`config.mk`:
```
export PLATFORM = sky130hd
export DESIGN_NAME = flrb_register_bank
export DESIGN_NICKNAME = d
export VERILOG_FILES = /design/src/flrb_drive_step.v /design/src/flrb_register_bank.v
export VERILOG_INCLUDE_DIRS = /design/src /design/src/src
export SDC_FILE = /design/constraint.sdc
export NUM_CORES = 1
export LEC_CHECK = 0
export CAP_MARGIN = 40
export CORE_AREA = 2 2 190 192
export CTS_CLUSTER_SIZE = 14
export DETAILED_ROUTE_END_ITERATION = 10
export DIE_AREA = 0 0 192 194
export DONT_BUFFER_PORTS = 1
export GPL_TIMING_DRIVEN = 0
export SLEW_MARGIN = 10
export SYNTH_ARGS = -nofsm -noshare
export SYNTH_HDL_FRONTEND = slang
export SYNTH_HIERARCHICAL = 1
export SYNTH_SLANG_ARGS = --single-unit
```
`constraint.sdc`:
```
create_clock -name i_clock -period 19.8 [get_ports i_clock]
set_clock_uncertainty 0.1 [all_clocks]
set_input_delay 5.94 -clock i_clock [delete_from_list [all_inputs] [get_ports i_clock]]
set_output_delay 5.94 -clock i_clock [all_outputs]
set_load 0.1 [all_outputs]
```
`src/flrb_consts.vh`:
```
`ifndef FLRB_CONSTS_VH
`define FLRB_CONSTS_VH

// ==========================================
// register offsets
`define FLRB_ADDR_EXT3_LIMIT      8'h32
`define FLRB_ADDR_INT_LIMIT       8'h34
`define FLRB_ADDR_DRIVE_SETTING   8'h40
`define FLRB_ADDR_CONFIG_PRIMARY  8'h42
`define FLRB_ADDR_CONFIG_SECOND   8'h43
`define FLRB_ADDR_GAIN            8'h45
`define FLRB_ADDR_SPIN_UP         8'h46
`define FLRB_ADDR_STEP            8'h47
`define FLRB_ADDR_MIN_DRIVE       8'h48
`define FLRB_ADDR_VALID_COUNT     8'h49
`define FLRB_ADDR_FAIL_BAND_LO    8'h4A
`define FLRB_ADDR_FAIL_BAND_HI    8'h4B
`define FLRB_ADDR_TARGET_LO       8'h4C
`define FLRB_ADDR_TARGET_HI       8'h4D
`define FLRB_ADDR_READING_HI      8'h4E
`define FLRB_ADDR_READING_LO      8'h4F
`define FLRB_ADDR_LOCK            8'hEF
`define FLRB_ADDR_FEATURES        8'hFC
`define FLRB_ADDR_PART_ID         8'hFD
`define FLRB_ADDR_MAKER_ID        8'hFE
`define FLRB_ADDR_REVISION        8'hFF

// ==========================================
// reset values
`define FLRB_RST_LIMIT            8'h55
`define FLRB_RST_DRIVE_SETTING    8'h00
`define FLRB_RST_CONFIG_PRIMARY   8'h2B
`define FLRB_RST_CONFIG_SECOND    8'h28
`define FLRB_RST_GAIN             8'h2A
`define FLRB_RST_SPIN_UP          8'h19
`define FLRB_RST_STEP             8'h10
`define FLRB_RST_MIN_DRIVE        8'h66
`define FLRB_RST_VALID_COUNT      8'hF5
`define FLRB_RST_FAIL_BAND        8'h00
`define FLRB_RST_TARGET_LO        8'hF8
`define FLRB_RST_TARGET_HI        8'hFF
`define FLRB_RST_READING_HI       8'hFF
`define FLRB_RST_READING_LO       8'hF8
`define FLRB_RST_LOCK             8'h00
`define FLRB_RST_FEATURES         8'h00

// ==========================================
// field positions
`define FLRB_LOCK_BIT             0
`define FLRB_CFG_ALGO_EN_BIT      7

`endif

```
`src/flrb_drive_step.v`:
```
`timescale 1ns/1ns
`default_nettype none

// ==========================================
// one regulation update of the drive value
module flrb_drive_step
(
  input  wire [7:0]  i_current,
  input  wire [15:0] i_target_count,
  input  wire [15:0] i_reading_count,
  input  wire [7:0]  i_step,
  input  wire [7:0]  i_minimum,
  output reg  [7:0]  o_next
);

  reg [8:0] sum;
  reg [8:0] diff;
  reg [7:0] raw;

  always @*
  begin
    sum  = {1'b0, i_current} + {1'b0, i_step};
    diff = {1'b0, i_current} - {1'b0, i_step};
    raw  = i_current;
    // larger count means slower fan: raise drive, clamp at full scale
    if (i_reading_count > i_target_count)
      raw = sum[8] ? 8'hFF : sum[7:0];
    else if (i_reading_count < i_target_count)
      raw = diff[8] ? 8'h00 : diff[7:0];
    o_next = (raw < i_minimum) ? i_minimum : raw;
  end

endmodule

`default_nettype wire

```
`src/flrb_register_bank.v`:
```
`timescale 1ns/1ns
`default_nettype none
`include "flrb_consts.vh"

// Function
// - reset loads every register with its default value.
// - reads of undefined addresses return zero.
// - writes to undefined addresses change nothing.
// - while locked, lockable registers ignore writes; others stay writable.
// - lock register is itself lockable; lock cannot be cleared by writing.
// - drive setting reads back the drive last applied to the fan driver.
// - with regulation off, host write sets the fan drive directly.
// - regulation changes drive by at most the step register per update, except when raising it to the minimum drive register.
// - regulation updates never set drive below the minimum drive register.
// - fan counts as spinning when reading high byte is below valid count.
// - measured speed count readable as high and low read-only bytes.
// - target speed count held as writable low and high bytes.
// - two-byte drive fail band count held and driven out on o_fail_band.
// - external channel three high limit, lockable, default 55h.
// - internal channel high limit, lockable, default 85 degrees.
// - features register reports configuration pin selections.
// - fixed part, maker and revision codes at top addresses.
// - spin-up configuration register, lockable, default 19h.
// - gain register, lockable, default 2Ah.
module flrb_register_bank
#(
  parameter [7:0] PART_ID  = 8'hA0, // arbitrary
  parameter [7:0] MAKER_ID = 8'hA1, // arbitrary
  parameter [7:0] REV_ID   = 8'hA2  // arbitrary
)
(
  input  wire        i_clock,
  input  wire        i_reset,
  input  wire        i_enable,
  input  wire [7:0]  i_address,
  input  wire [7:0]  i_write_data,
  input  wire        i_write,
  input  wire        i_read,
  output reg  [7:0]  o_read_data,
  input  wire        i_update,
  input  wire [15:0] i_speed_count,
  input  wire [7:0]  i_feature_pins,
  output reg  [7:0]  o_fan_drive,
  output reg         o_fan_spinning,
  output reg         o_locked,
  output reg  [7:0]  o_spin_up_config,
  output reg  [7:0]  o_gain,
  output reg  [15:0] o_fail_band,
  output reg  [7:0]  o_config_secondary,
  output reg  [7:0]  o_ext3_limit,
  output reg  [7:0]  o_internal_limit
);

  // ==========================================
  // storage
  reg [7:0]  ext3_limit;
  reg [7:0]  internal_limit;
  reg [7:0]  drive;
  reg [7:0]  config_primary;
  reg [7:0]  config_secondary;
  reg [7:0]  gain;
  reg [7:0]  spin_up;
  reg [7:0]  step;
  reg [7:0]  min_drive;
  reg [7:0]  valid_count;
  reg [7:0]  fail_lo;
  reg [7:0]  fail_hi;
  reg [7:0]  target_lo;
  reg [7:0]  target_hi;
  reg [7:0]  reading_hi;
  reg [7:0]  reading_lo;
  reg [7:0]  lock_reg;
  reg [7:0]  features;
  reg [7:0]  feat_meta;
  reg [7:0]  feat_sync;
  reg        upd_meta;
  reg        upd_sync;
  reg        upd_prev;
  reg [15:0] spd_meta;
  reg [15:0] spd_sync;
  reg [7:0]  next_read;
  wire [7:0] next_drive;
  wire       locked;
  wire       algo_on;
  wire       upd_pulse;
  wire       wr_open;
  wire       wr_defined;

  assign locked    = lock_reg[`FLRB_LOCK_BIT];
  assign algo_on   = config_primary[`FLRB_CFG_ALGO_EN_BIT];
  assign upd_pulse = upd_sync & ~upd_prev;

  function hit;
    input [7:0] addr;
    input [7:0] target;
    begin
      hit = (addr == target);
    end
  endfunction

  // ==========================================
  // address classes
  // membership of the register map
  function is_defined;
    input [7:0] addr;
    begin
      is_defined = 1'b0;
      if (hit(addr, `FLRB_ADDR_EXT3_LIMIT) || hit(addr, `FLRB_ADDR_INT_LIMIT))
        is_defined = 1'b1;
      else if (hit(addr, `FLRB_ADDR_DRIVE_SETTING) || hit(addr, `FLRB_ADDR_CONFIG_PRIMARY))
        is_defined = 1'b1;
      else if (hit(addr, `FLRB_ADDR_CONFIG_SECOND))
        is_defined = 1'b1;
      else if ((addr >= `FLRB_ADDR_GAIN) && (addr <= `FLRB_ADDR_READING_LO))
        is_defined = 1'b1;
      else if (hit(addr, `FLRB_ADDR_LOCK) || (addr >= `FLRB_ADDR_FEATURES))
        is_defined = 1'b1;
    end
  endfunction

  function soft_lockable;
    input [7:0] addr;
    begin
      soft_lockable = 1'b0;
      if (hit(addr, `FLRB_ADDR_EXT3_LIMIT) || hit(addr, `FLRB_ADDR_INT_LIMIT))
        soft_lockable = 1'b1;
      else if (hit(addr, `FLRB_ADDR_CONFIG_SECOND) || hit(addr, `FLRB_ADDR_LOCK))
        soft_lockable = 1'b1;
      else if ((addr >= `FLRB_ADDR_GAIN) && (addr <= `FLRB_ADDR_FAIL_BAND_HI))
        soft_lockable = 1'b1;
    end
  endfunction

  assign wr_defined = i_write & is_defined(i_address);
  assign wr_open    = wr_defined & soft_lockable(i_address) & ~locked;

  // ==========================================
  // regulation step
  flrb_drive_step u_step
  (
    .i_current       (drive),
    .i_target_count  ({target_hi, target_lo}),
    .i_reading_count (spd_sync),
    .i_step          (step),
    .i_minimum       (min_drive),
    .o_next          (next_drive)
  );

  // ==========================================
  // external input synchronisers
  always @(posedge i_clock or posedge i_reset)
  begin
    if (i_reset)
    begin
      feat_meta <= 8'h00;
      feat_sync <= 8'h00;
      upd_meta  <= 1'b0;
      upd_sync  <= 1'b0;
      upd_prev  <= 1'b0;
      spd_meta  <= 16'h0000;
      spd_sync  <= 16'h0000;
    end
    else if (i_enable)
    begin
      feat_meta <= i_feature_pins;
      feat_sync <= feat_meta;
      upd_meta  <= i_update;
      upd_sync  <= upd_meta;
      upd_prev  <= upd_sync;
      spd_meta  <= i_speed_count;
      spd_sync  <= spd_meta;
    end
  end

  // ==========================================
  // register writes
  always @(posedge i_clock or posedge i_reset)
  begin
    if (i_reset)
    begin
      ext3_limit       <= `FLRB_RST_LIMIT;
      internal_limit   <= `FLRB_RST_LIMIT;
      drive            <= `FLRB_RST_DRIVE_SETTING;
      config_primary   <= `FLRB_RST_CONFIG_PRIMARY;
      config_secondary <= `FLRB_RST_CONFIG_SECOND;
      gain             <= `FLRB_RST_GAIN;
      spin_up          <= `FLRB_RST_SPIN_UP;
      step             <= `FLRB_RST_STEP;
      min_drive        <= `FLRB_RST_MIN_DRIVE;
      valid_count      <= `FLRB_RST_VALID_COUNT;
      fail_lo          <= `FLRB_RST_FAIL_BAND;
      fail_hi          <= `FLRB_RST_FAIL_BAND;
      target_lo        <= `FLRB_RST_TARGET_LO;
      target_hi        <= `FLRB_RST_TARGET_HI;
      reading_hi       <= `FLRB_RST_READING_HI;
      reading_lo       <= `FLRB_RST_READING_LO;
      lock_reg         <= `FLRB_RST_LOCK;
      features         <= `FLRB_RST_FEATURES;
    end
    else if (i_enable)
    begin
      features <= feat_sync;
      if (upd_pulse)
      begin
        reading_hi <= spd_sync[15:8];
        reading_lo <= spd_sync[7:0];
      end
      if (algo_on && upd_pulse)
        drive <= next_drive;
      else if (!algo_on && i_write && hit(i_address, `FLRB_ADDR_DRIVE_SETTING))
        drive <= i_write_data;
      if (wr_defined)
      begin
        if (hit(i_address, `FLRB_ADDR_CONFIG_PRIMARY))
          config_primary <= i_write_data;
        else if (hit(i_address, `FLRB_ADDR_TARGET_LO))
          target_lo <= i_write_data;
        else if (hit(i_address, `FLRB_ADDR_TARGET_HI))
          target_hi <= i_write_data;
      end
      if (wr_open)
      begin
        if (hit(i_address, `FLRB_ADDR_EXT3_LIMIT))
          ext3_limit <= i_write_data;
        else if (hit(i_address, `FLRB_ADDR_INT_LIMIT))
          internal_limit <= i_write_data;
        else if (hit(i_address, `FLRB_ADDR_CONFIG_SECOND))
          config_secondary <= i_write_data;
        else if (hit(i_address, `FLRB_ADDR_GAIN))
          gain <= i_write_data;
        else if (hit(i_address, `FLRB_ADDR_SPIN_UP))
          spin_up <= i_write_data;
        else if (hit(i_address, `FLRB_ADDR_STEP))
          step <= i_write_data;
        else if (hit(i_address, `FLRB_ADDR_MIN_DRIVE))
          min_drive <= i_write_data;
        else if (hit(i_address, `FLRB_ADDR_VALID_COUNT))
          valid_count <= i_write_data;
        else if (hit(i_address, `FLRB_ADDR_FAIL_BAND_LO))
          fail_lo <= i_write_data;
        else if (hit(i_address, `FLRB_ADDR_FAIL_BAND_HI))
          fail_hi <= i_write_data;
        else if (hit(i_address, `FLRB_ADDR_LOCK))
          lock_reg <= i_write_data;
      end
      if (locked)
        lock_reg[`FLRB_LOCK_BIT] <= 1'b1;
    end
  end

  // ==========================================
  // read decode
  always @*
  begin
    next_read = 8'h00;
    if (hit(i_address, `FLRB_ADDR_EXT3_LIMIT))
      next_read = ext3_limit;
    else if (hit(i_address, `FLRB_ADDR_INT_LIMIT))
      next_read = internal_limit;
    else if (hit(i_address, `FLRB_ADDR_DRIVE_SETTING))
      next_read = drive;
    else if (hit(i_address, `FLRB_ADDR_CONFIG_PRIMARY))
      next_read = config_primary;
    else if (hit(i_address, `FLRB_ADDR_CONFIG_SECOND))
      next_read = config_secondary;
    else if (hit(i_address, `FLRB_ADDR_GAIN))
      next_read = gain;
    else if (hit(i_address, `FLRB_ADDR_SPIN_UP))
      next_read = spin_up;
    else if (hit(i_address, `FLRB_ADDR_STEP))
      next_read = step;
    else if (hit(i_address, `FLRB_ADDR_MIN_DRIVE))
      next_read = min_drive;
    else if (hit(i_address, `FLRB_ADDR_VALID_COUNT))
      next_read = valid_count;
    else if (hit(i_address, `FLRB_ADDR_FAIL_BAND_LO))
      next_read = fail_lo;
    else if (hit(i_address, `FLRB_ADDR_FAIL_BAND_HI))
      next_read = fail_hi;
    else if (hit(i_address, `FLRB_ADDR_TARGET_LO))
      next_read = target_lo;
    else if (hit(i_address, `FLRB_ADDR_TARGET_HI))
      next_read = target_hi;
    else if (hit(i_address, `FLRB_ADDR_READING_HI))
      next_read = reading_hi;
    else if (hit(i_address, `FLRB_ADDR_READING_LO))
      next_read = reading_lo;
    else if (hit(i_address, `FLRB_ADDR_LOCK))
      next_read = lock_reg;
    else if (hit(i_address, `FLRB_ADDR_FEATURES))
      next_read = features;
    else if (hit(i_address, `FLRB_ADDR_PART_ID))
      next_read = PART_ID;
    else if (hit(i_address, `FLRB_ADDR_MAKER_ID))
      next_read = MAKER_ID;
    else if (hit(i_address, `FLRB_ADDR_REVISION))
      next_read = REV_ID;
  end

  // ==========================================
  // registered outputs
  always @(posedge i_clock or posedge i_reset)
  begin
    if (i_reset)
    begin
      o_read_data        <= 8'h00;
      o_fan_drive        <= `FLRB_RST_DRIVE_SETTING;
      o_fan_spinning     <= 1'b0;
      o_locked           <= 1'b0;
      o_spin_up_config   <= `FLRB_RST_SPIN_UP;
      o_gain             <= `FLRB_RST_GAIN;
      o_fail_band        <= {`FLRB_RST_FAIL_BAND, `FLRB_RST_FAIL_BAND};
      o_config_secondary <= `FLRB_RST_CONFIG_SECOND;
      o_ext3_limit       <= `FLRB_RST_LIMIT;
      o_internal_limit   <= `FLRB_RST_LIMIT;
    end
    else if (i_enable)
    begin
      o_read_data        <= i_read ? next_read : 8'h00;
      o_fan_drive        <= drive;
      // valid count compare on high byte
      o_fan_spinning     <= (reading_hi < valid_count);
      o_locked           <= locked;
      o_spin_up_config   <= spin_up;
      o_gain             <= gain;
      o_fail_band        <= {fail_hi, fail_lo};
      o_config_secondary <= config_secondary;
      o_ext3_limit       <= ext3_limit;
      o_internal_limit   <= internal_limit;
    end
  end

endmodule

`default_nettype wire

```
==> impl_metrics.json <==
{
  "ant_nets": 0,
  "portBuffers": 0,
  "antenna_found_initial": 1,
  "clkLatencyLatePin_ns": 0.57,
  "final.min_clock_period_ns": 8.375,
  "yosysTopAreaCell": "dfrtp_1",
  "power_mw": 1.498,
  "hold_depth": 1,
  "fin_util_pct": 47.37,
  "die_h_um": 194,
  "dieArea_sq_mm": 0.03725,
  "finalHoldViolations": 0,
  "rsz0062_at_grt": "no",
  "grt_max_degree": 103,
  "synth_area_leaders": "dfrtp_1, mux2_2, dfstp_2",
  "startpoint_type": "input port",
  "fin_setup_tns_ns": 0,
  "route.vias.total": 9804,
  "path_cells": "clkbuf_1, nand2_1, nor3_2, o211ai_2, nor4_4, mux2_2",
  "status": "completed",
  "relSlewSlack_pct": 39.51,
  "post_cts_buffers": 0,
  "syn_avg_cell_area_sq_um": 12.19,
  "required_ns": 20.15,
  "fmax_mhz": 119.4,
  "synthCells": 1135,
  "power.density_mw_per_mm2": 89.75,
  "cts-resized-gates": 0,
  "synthFlopType": "dfrtp_1",
  "synth.distinct_cells": 87,
  "ctsHoldBuffers": 0,
  "synth_top_area_share_pct": 35.44,
  "nets": 1333,
  "p_leak_nw": 7.323,
  "drv_slew": 0,
  "fp-row-count": 69,
  "yosysWarningCount": 6,
  "wirelength_um": 42480,
  "grt_pass1_vias": 9986,
  "critPathKind": "in -> reg",
  "largest_registers": "o_fail_band (16), spd_meta (16), spd_sync (16)",
  "period_share_pct": 42.30,
  "cpPeakStageDelay_ns": 0.59,
  "cp-end-kind": "register",
  "worstReg2RegStart": "target_hi[4]",
  "irDropWorstVdd_uv": 77.21,
  "syn_area_sq_mm": 0.01384,
  "root_buffer": "clkbuf_16",
  "clk_pin_slew_ns": 0.07,
  "fp.dieW_um": 192,
  "dpl.hpwl_um": 31710,
  "reg2reg_depth": 19,
  "htreeDepth": 1,
  "crit_start": "i_enable",
  "maxCapViolCount": 0,
  "slowest_stage": "clkbuf_1",
  "drive_gt1_share_pct": 37.96,
  "wl_per_cell_um": 24.64,
  "dp_slack_ns": 10.89,
  "drcViolationCount": 0,
  "final_common_cell": "mux2_2",
  "synth_enable_flop_cells": 0,
  "drt-pass1-iter-count": 5,
  "ys_seq_area_share_pct": 49.29,
  "hp-start": "spd_meta[3]",
  "initial_core_util_pct": 39.29,
  "grt_pass1_wl_um": 64490,
  "setup_slack_ns": 11.43,
  "syn_nets": 1229,
  "area_growth_pct": 20.56,
  "setup_viol": 0,
  "hold_slack_ns": 0.3950,
  "cp.arrival_ns": 8.72,
  "pin_count": 120,
  "critPathMaxFanout": 8,
  "cts_tree": "built",
  "hold_path_class": "reg -> reg",
  "core-area_sq_mm": 0.03522,
  "clockBufferDepth": 3,
  "postSynthRegisterBits": 269,
  "place_congestion": 0.9574,
  "worst_pin_slew_ns": 0.9073,
  "cts.sinks": 269,
  "grt-ovfl-total": 0,
  "drt_first_iter_violations": 752,
  "ys_async_sr_fraction_pct": 100.0,
  "grt_usage_pct": 23.11,
  "vias_per_cell": 5.687,
  "layout_common_cells": "mux2_2, dfrtp_1, dfstp_2",
  "numCtsBuffers": 29
}
[final timing paths]
path                                   to  slack [ns]
max                          min_drive[0]       11.43
min                           spd_sync[3]        0.39
max reg2reg                      drive[2]       14.88
min reg2reg                   spd_sync[3]        0.39
max in group asynchronous  o_read_data[1]       13.42
min in group asynchronous     spd_sync[3]        5.22
[critical path: cells and delay by family]
kind | cells | cell delay, ns
AO/OA/AOI/OAI | 1 | 0.29
buffers and inverters | 1 | 0.59
multiplexers | 1 | 0.41
AND/OR/NAND/NOR | 3 | 1.48
[per-layer routing]
| layer | vias up | global-route usage, % | part of all wire, % |
|---|---|---|---|
| li1 | 4361 | - | - |
| met1 | 5053 | 31.63 | 43 |
| met2 | 329 | 37.75 | 48 |
| met3 | 61 | 4.109 | 6.2 |
| met4 | 0 | 6.079 | 2.6 |
| met5 | - | 0 | 0 |
[per-stage QoR]
stage | area [sq um] | std cells
3_3_place_gp | 14420 | 1596
5_1_grt | 16680 | 1723
3_5_place_dp | 15600 | 1657
2_1_floorplan | 13840 | 1135
6_report | 16690 | 1724
4_1_cts | 16540 | 1711
[synth_stat cells, types with 4 or more instances]
library cell / count
mux2_2: 245
nand4_1: 6
nand2b_1: 16
dfrtp_1: 196
mux4_2: 4
buf_1: 4
a21oi_1: 54
clkbuf_1: 42
o22ai_1: 11
o31ai_1: 5
nor2_1: 44
nand2_1: 40
nor2b_1: 14
and3_1: 5
a221oi_1: 8
buf_2: 13
mux2_4: 16
inv_1: 50
dfstp_2: 73
a22oi_1: 10
a31oi_1: 4
a21o_1: 16
nand3_1: 19
xnor2_1: 6
or3_1: 5
a2bb2oi_1: 6
buf_6: 5
nor3_1: 11
a211oi_1: 13
a32oi_1: 7
ha_1: 46
nor4_1: 5
o21ai_0: 30
o211ai_1: 6
mux2i_1: 20
[where the power goes]
| group | internal (mW) | switching, mW | total (mW) | leakage, nW |
|---|---|---|---|---|
| combinational | 0.137 | 0.157 | 0.294 | 3.53 |
| clock | 0.310 | 0.224 | 0.534 | 0.464 |
| sequential | 0.607 | 0.0629 | 0.670 | 3.33 |
| total | 1.05 | 0.444 | 1.50 | 7.32 |
[cells by family after synthesis]
| group | Yosys count | share of synthesized area [%] |
|---|---|---|
| compound gates | 206 | 10.16 |
| fa+ha+maj | 48 | 4.448 |
| flops | 269 | 49.29 |
| buf+inv | 119 | 3.706 |
| simple gates | 199 | 8.055 |
| xor+xnor | 9 | 0.5695 |
| mux | 285 | 23.77 |
[area by class of cell]
cell class / instances / area, sq um
multi-input combinational: 747 / 6505
clock inverter: 10 / 88.84
timing repair buffer: 73 / 1318
tap: 461 / 576.8
clock buffer: 44 / 852.1
buffer: 67 / 317.8
inverter: 52 / 202.7
fill: 3213 / 18540
antenna: 1 / 2.502
sequential: 269 / 6823
No activity file was read; power rests on OpenSTA's default activity.
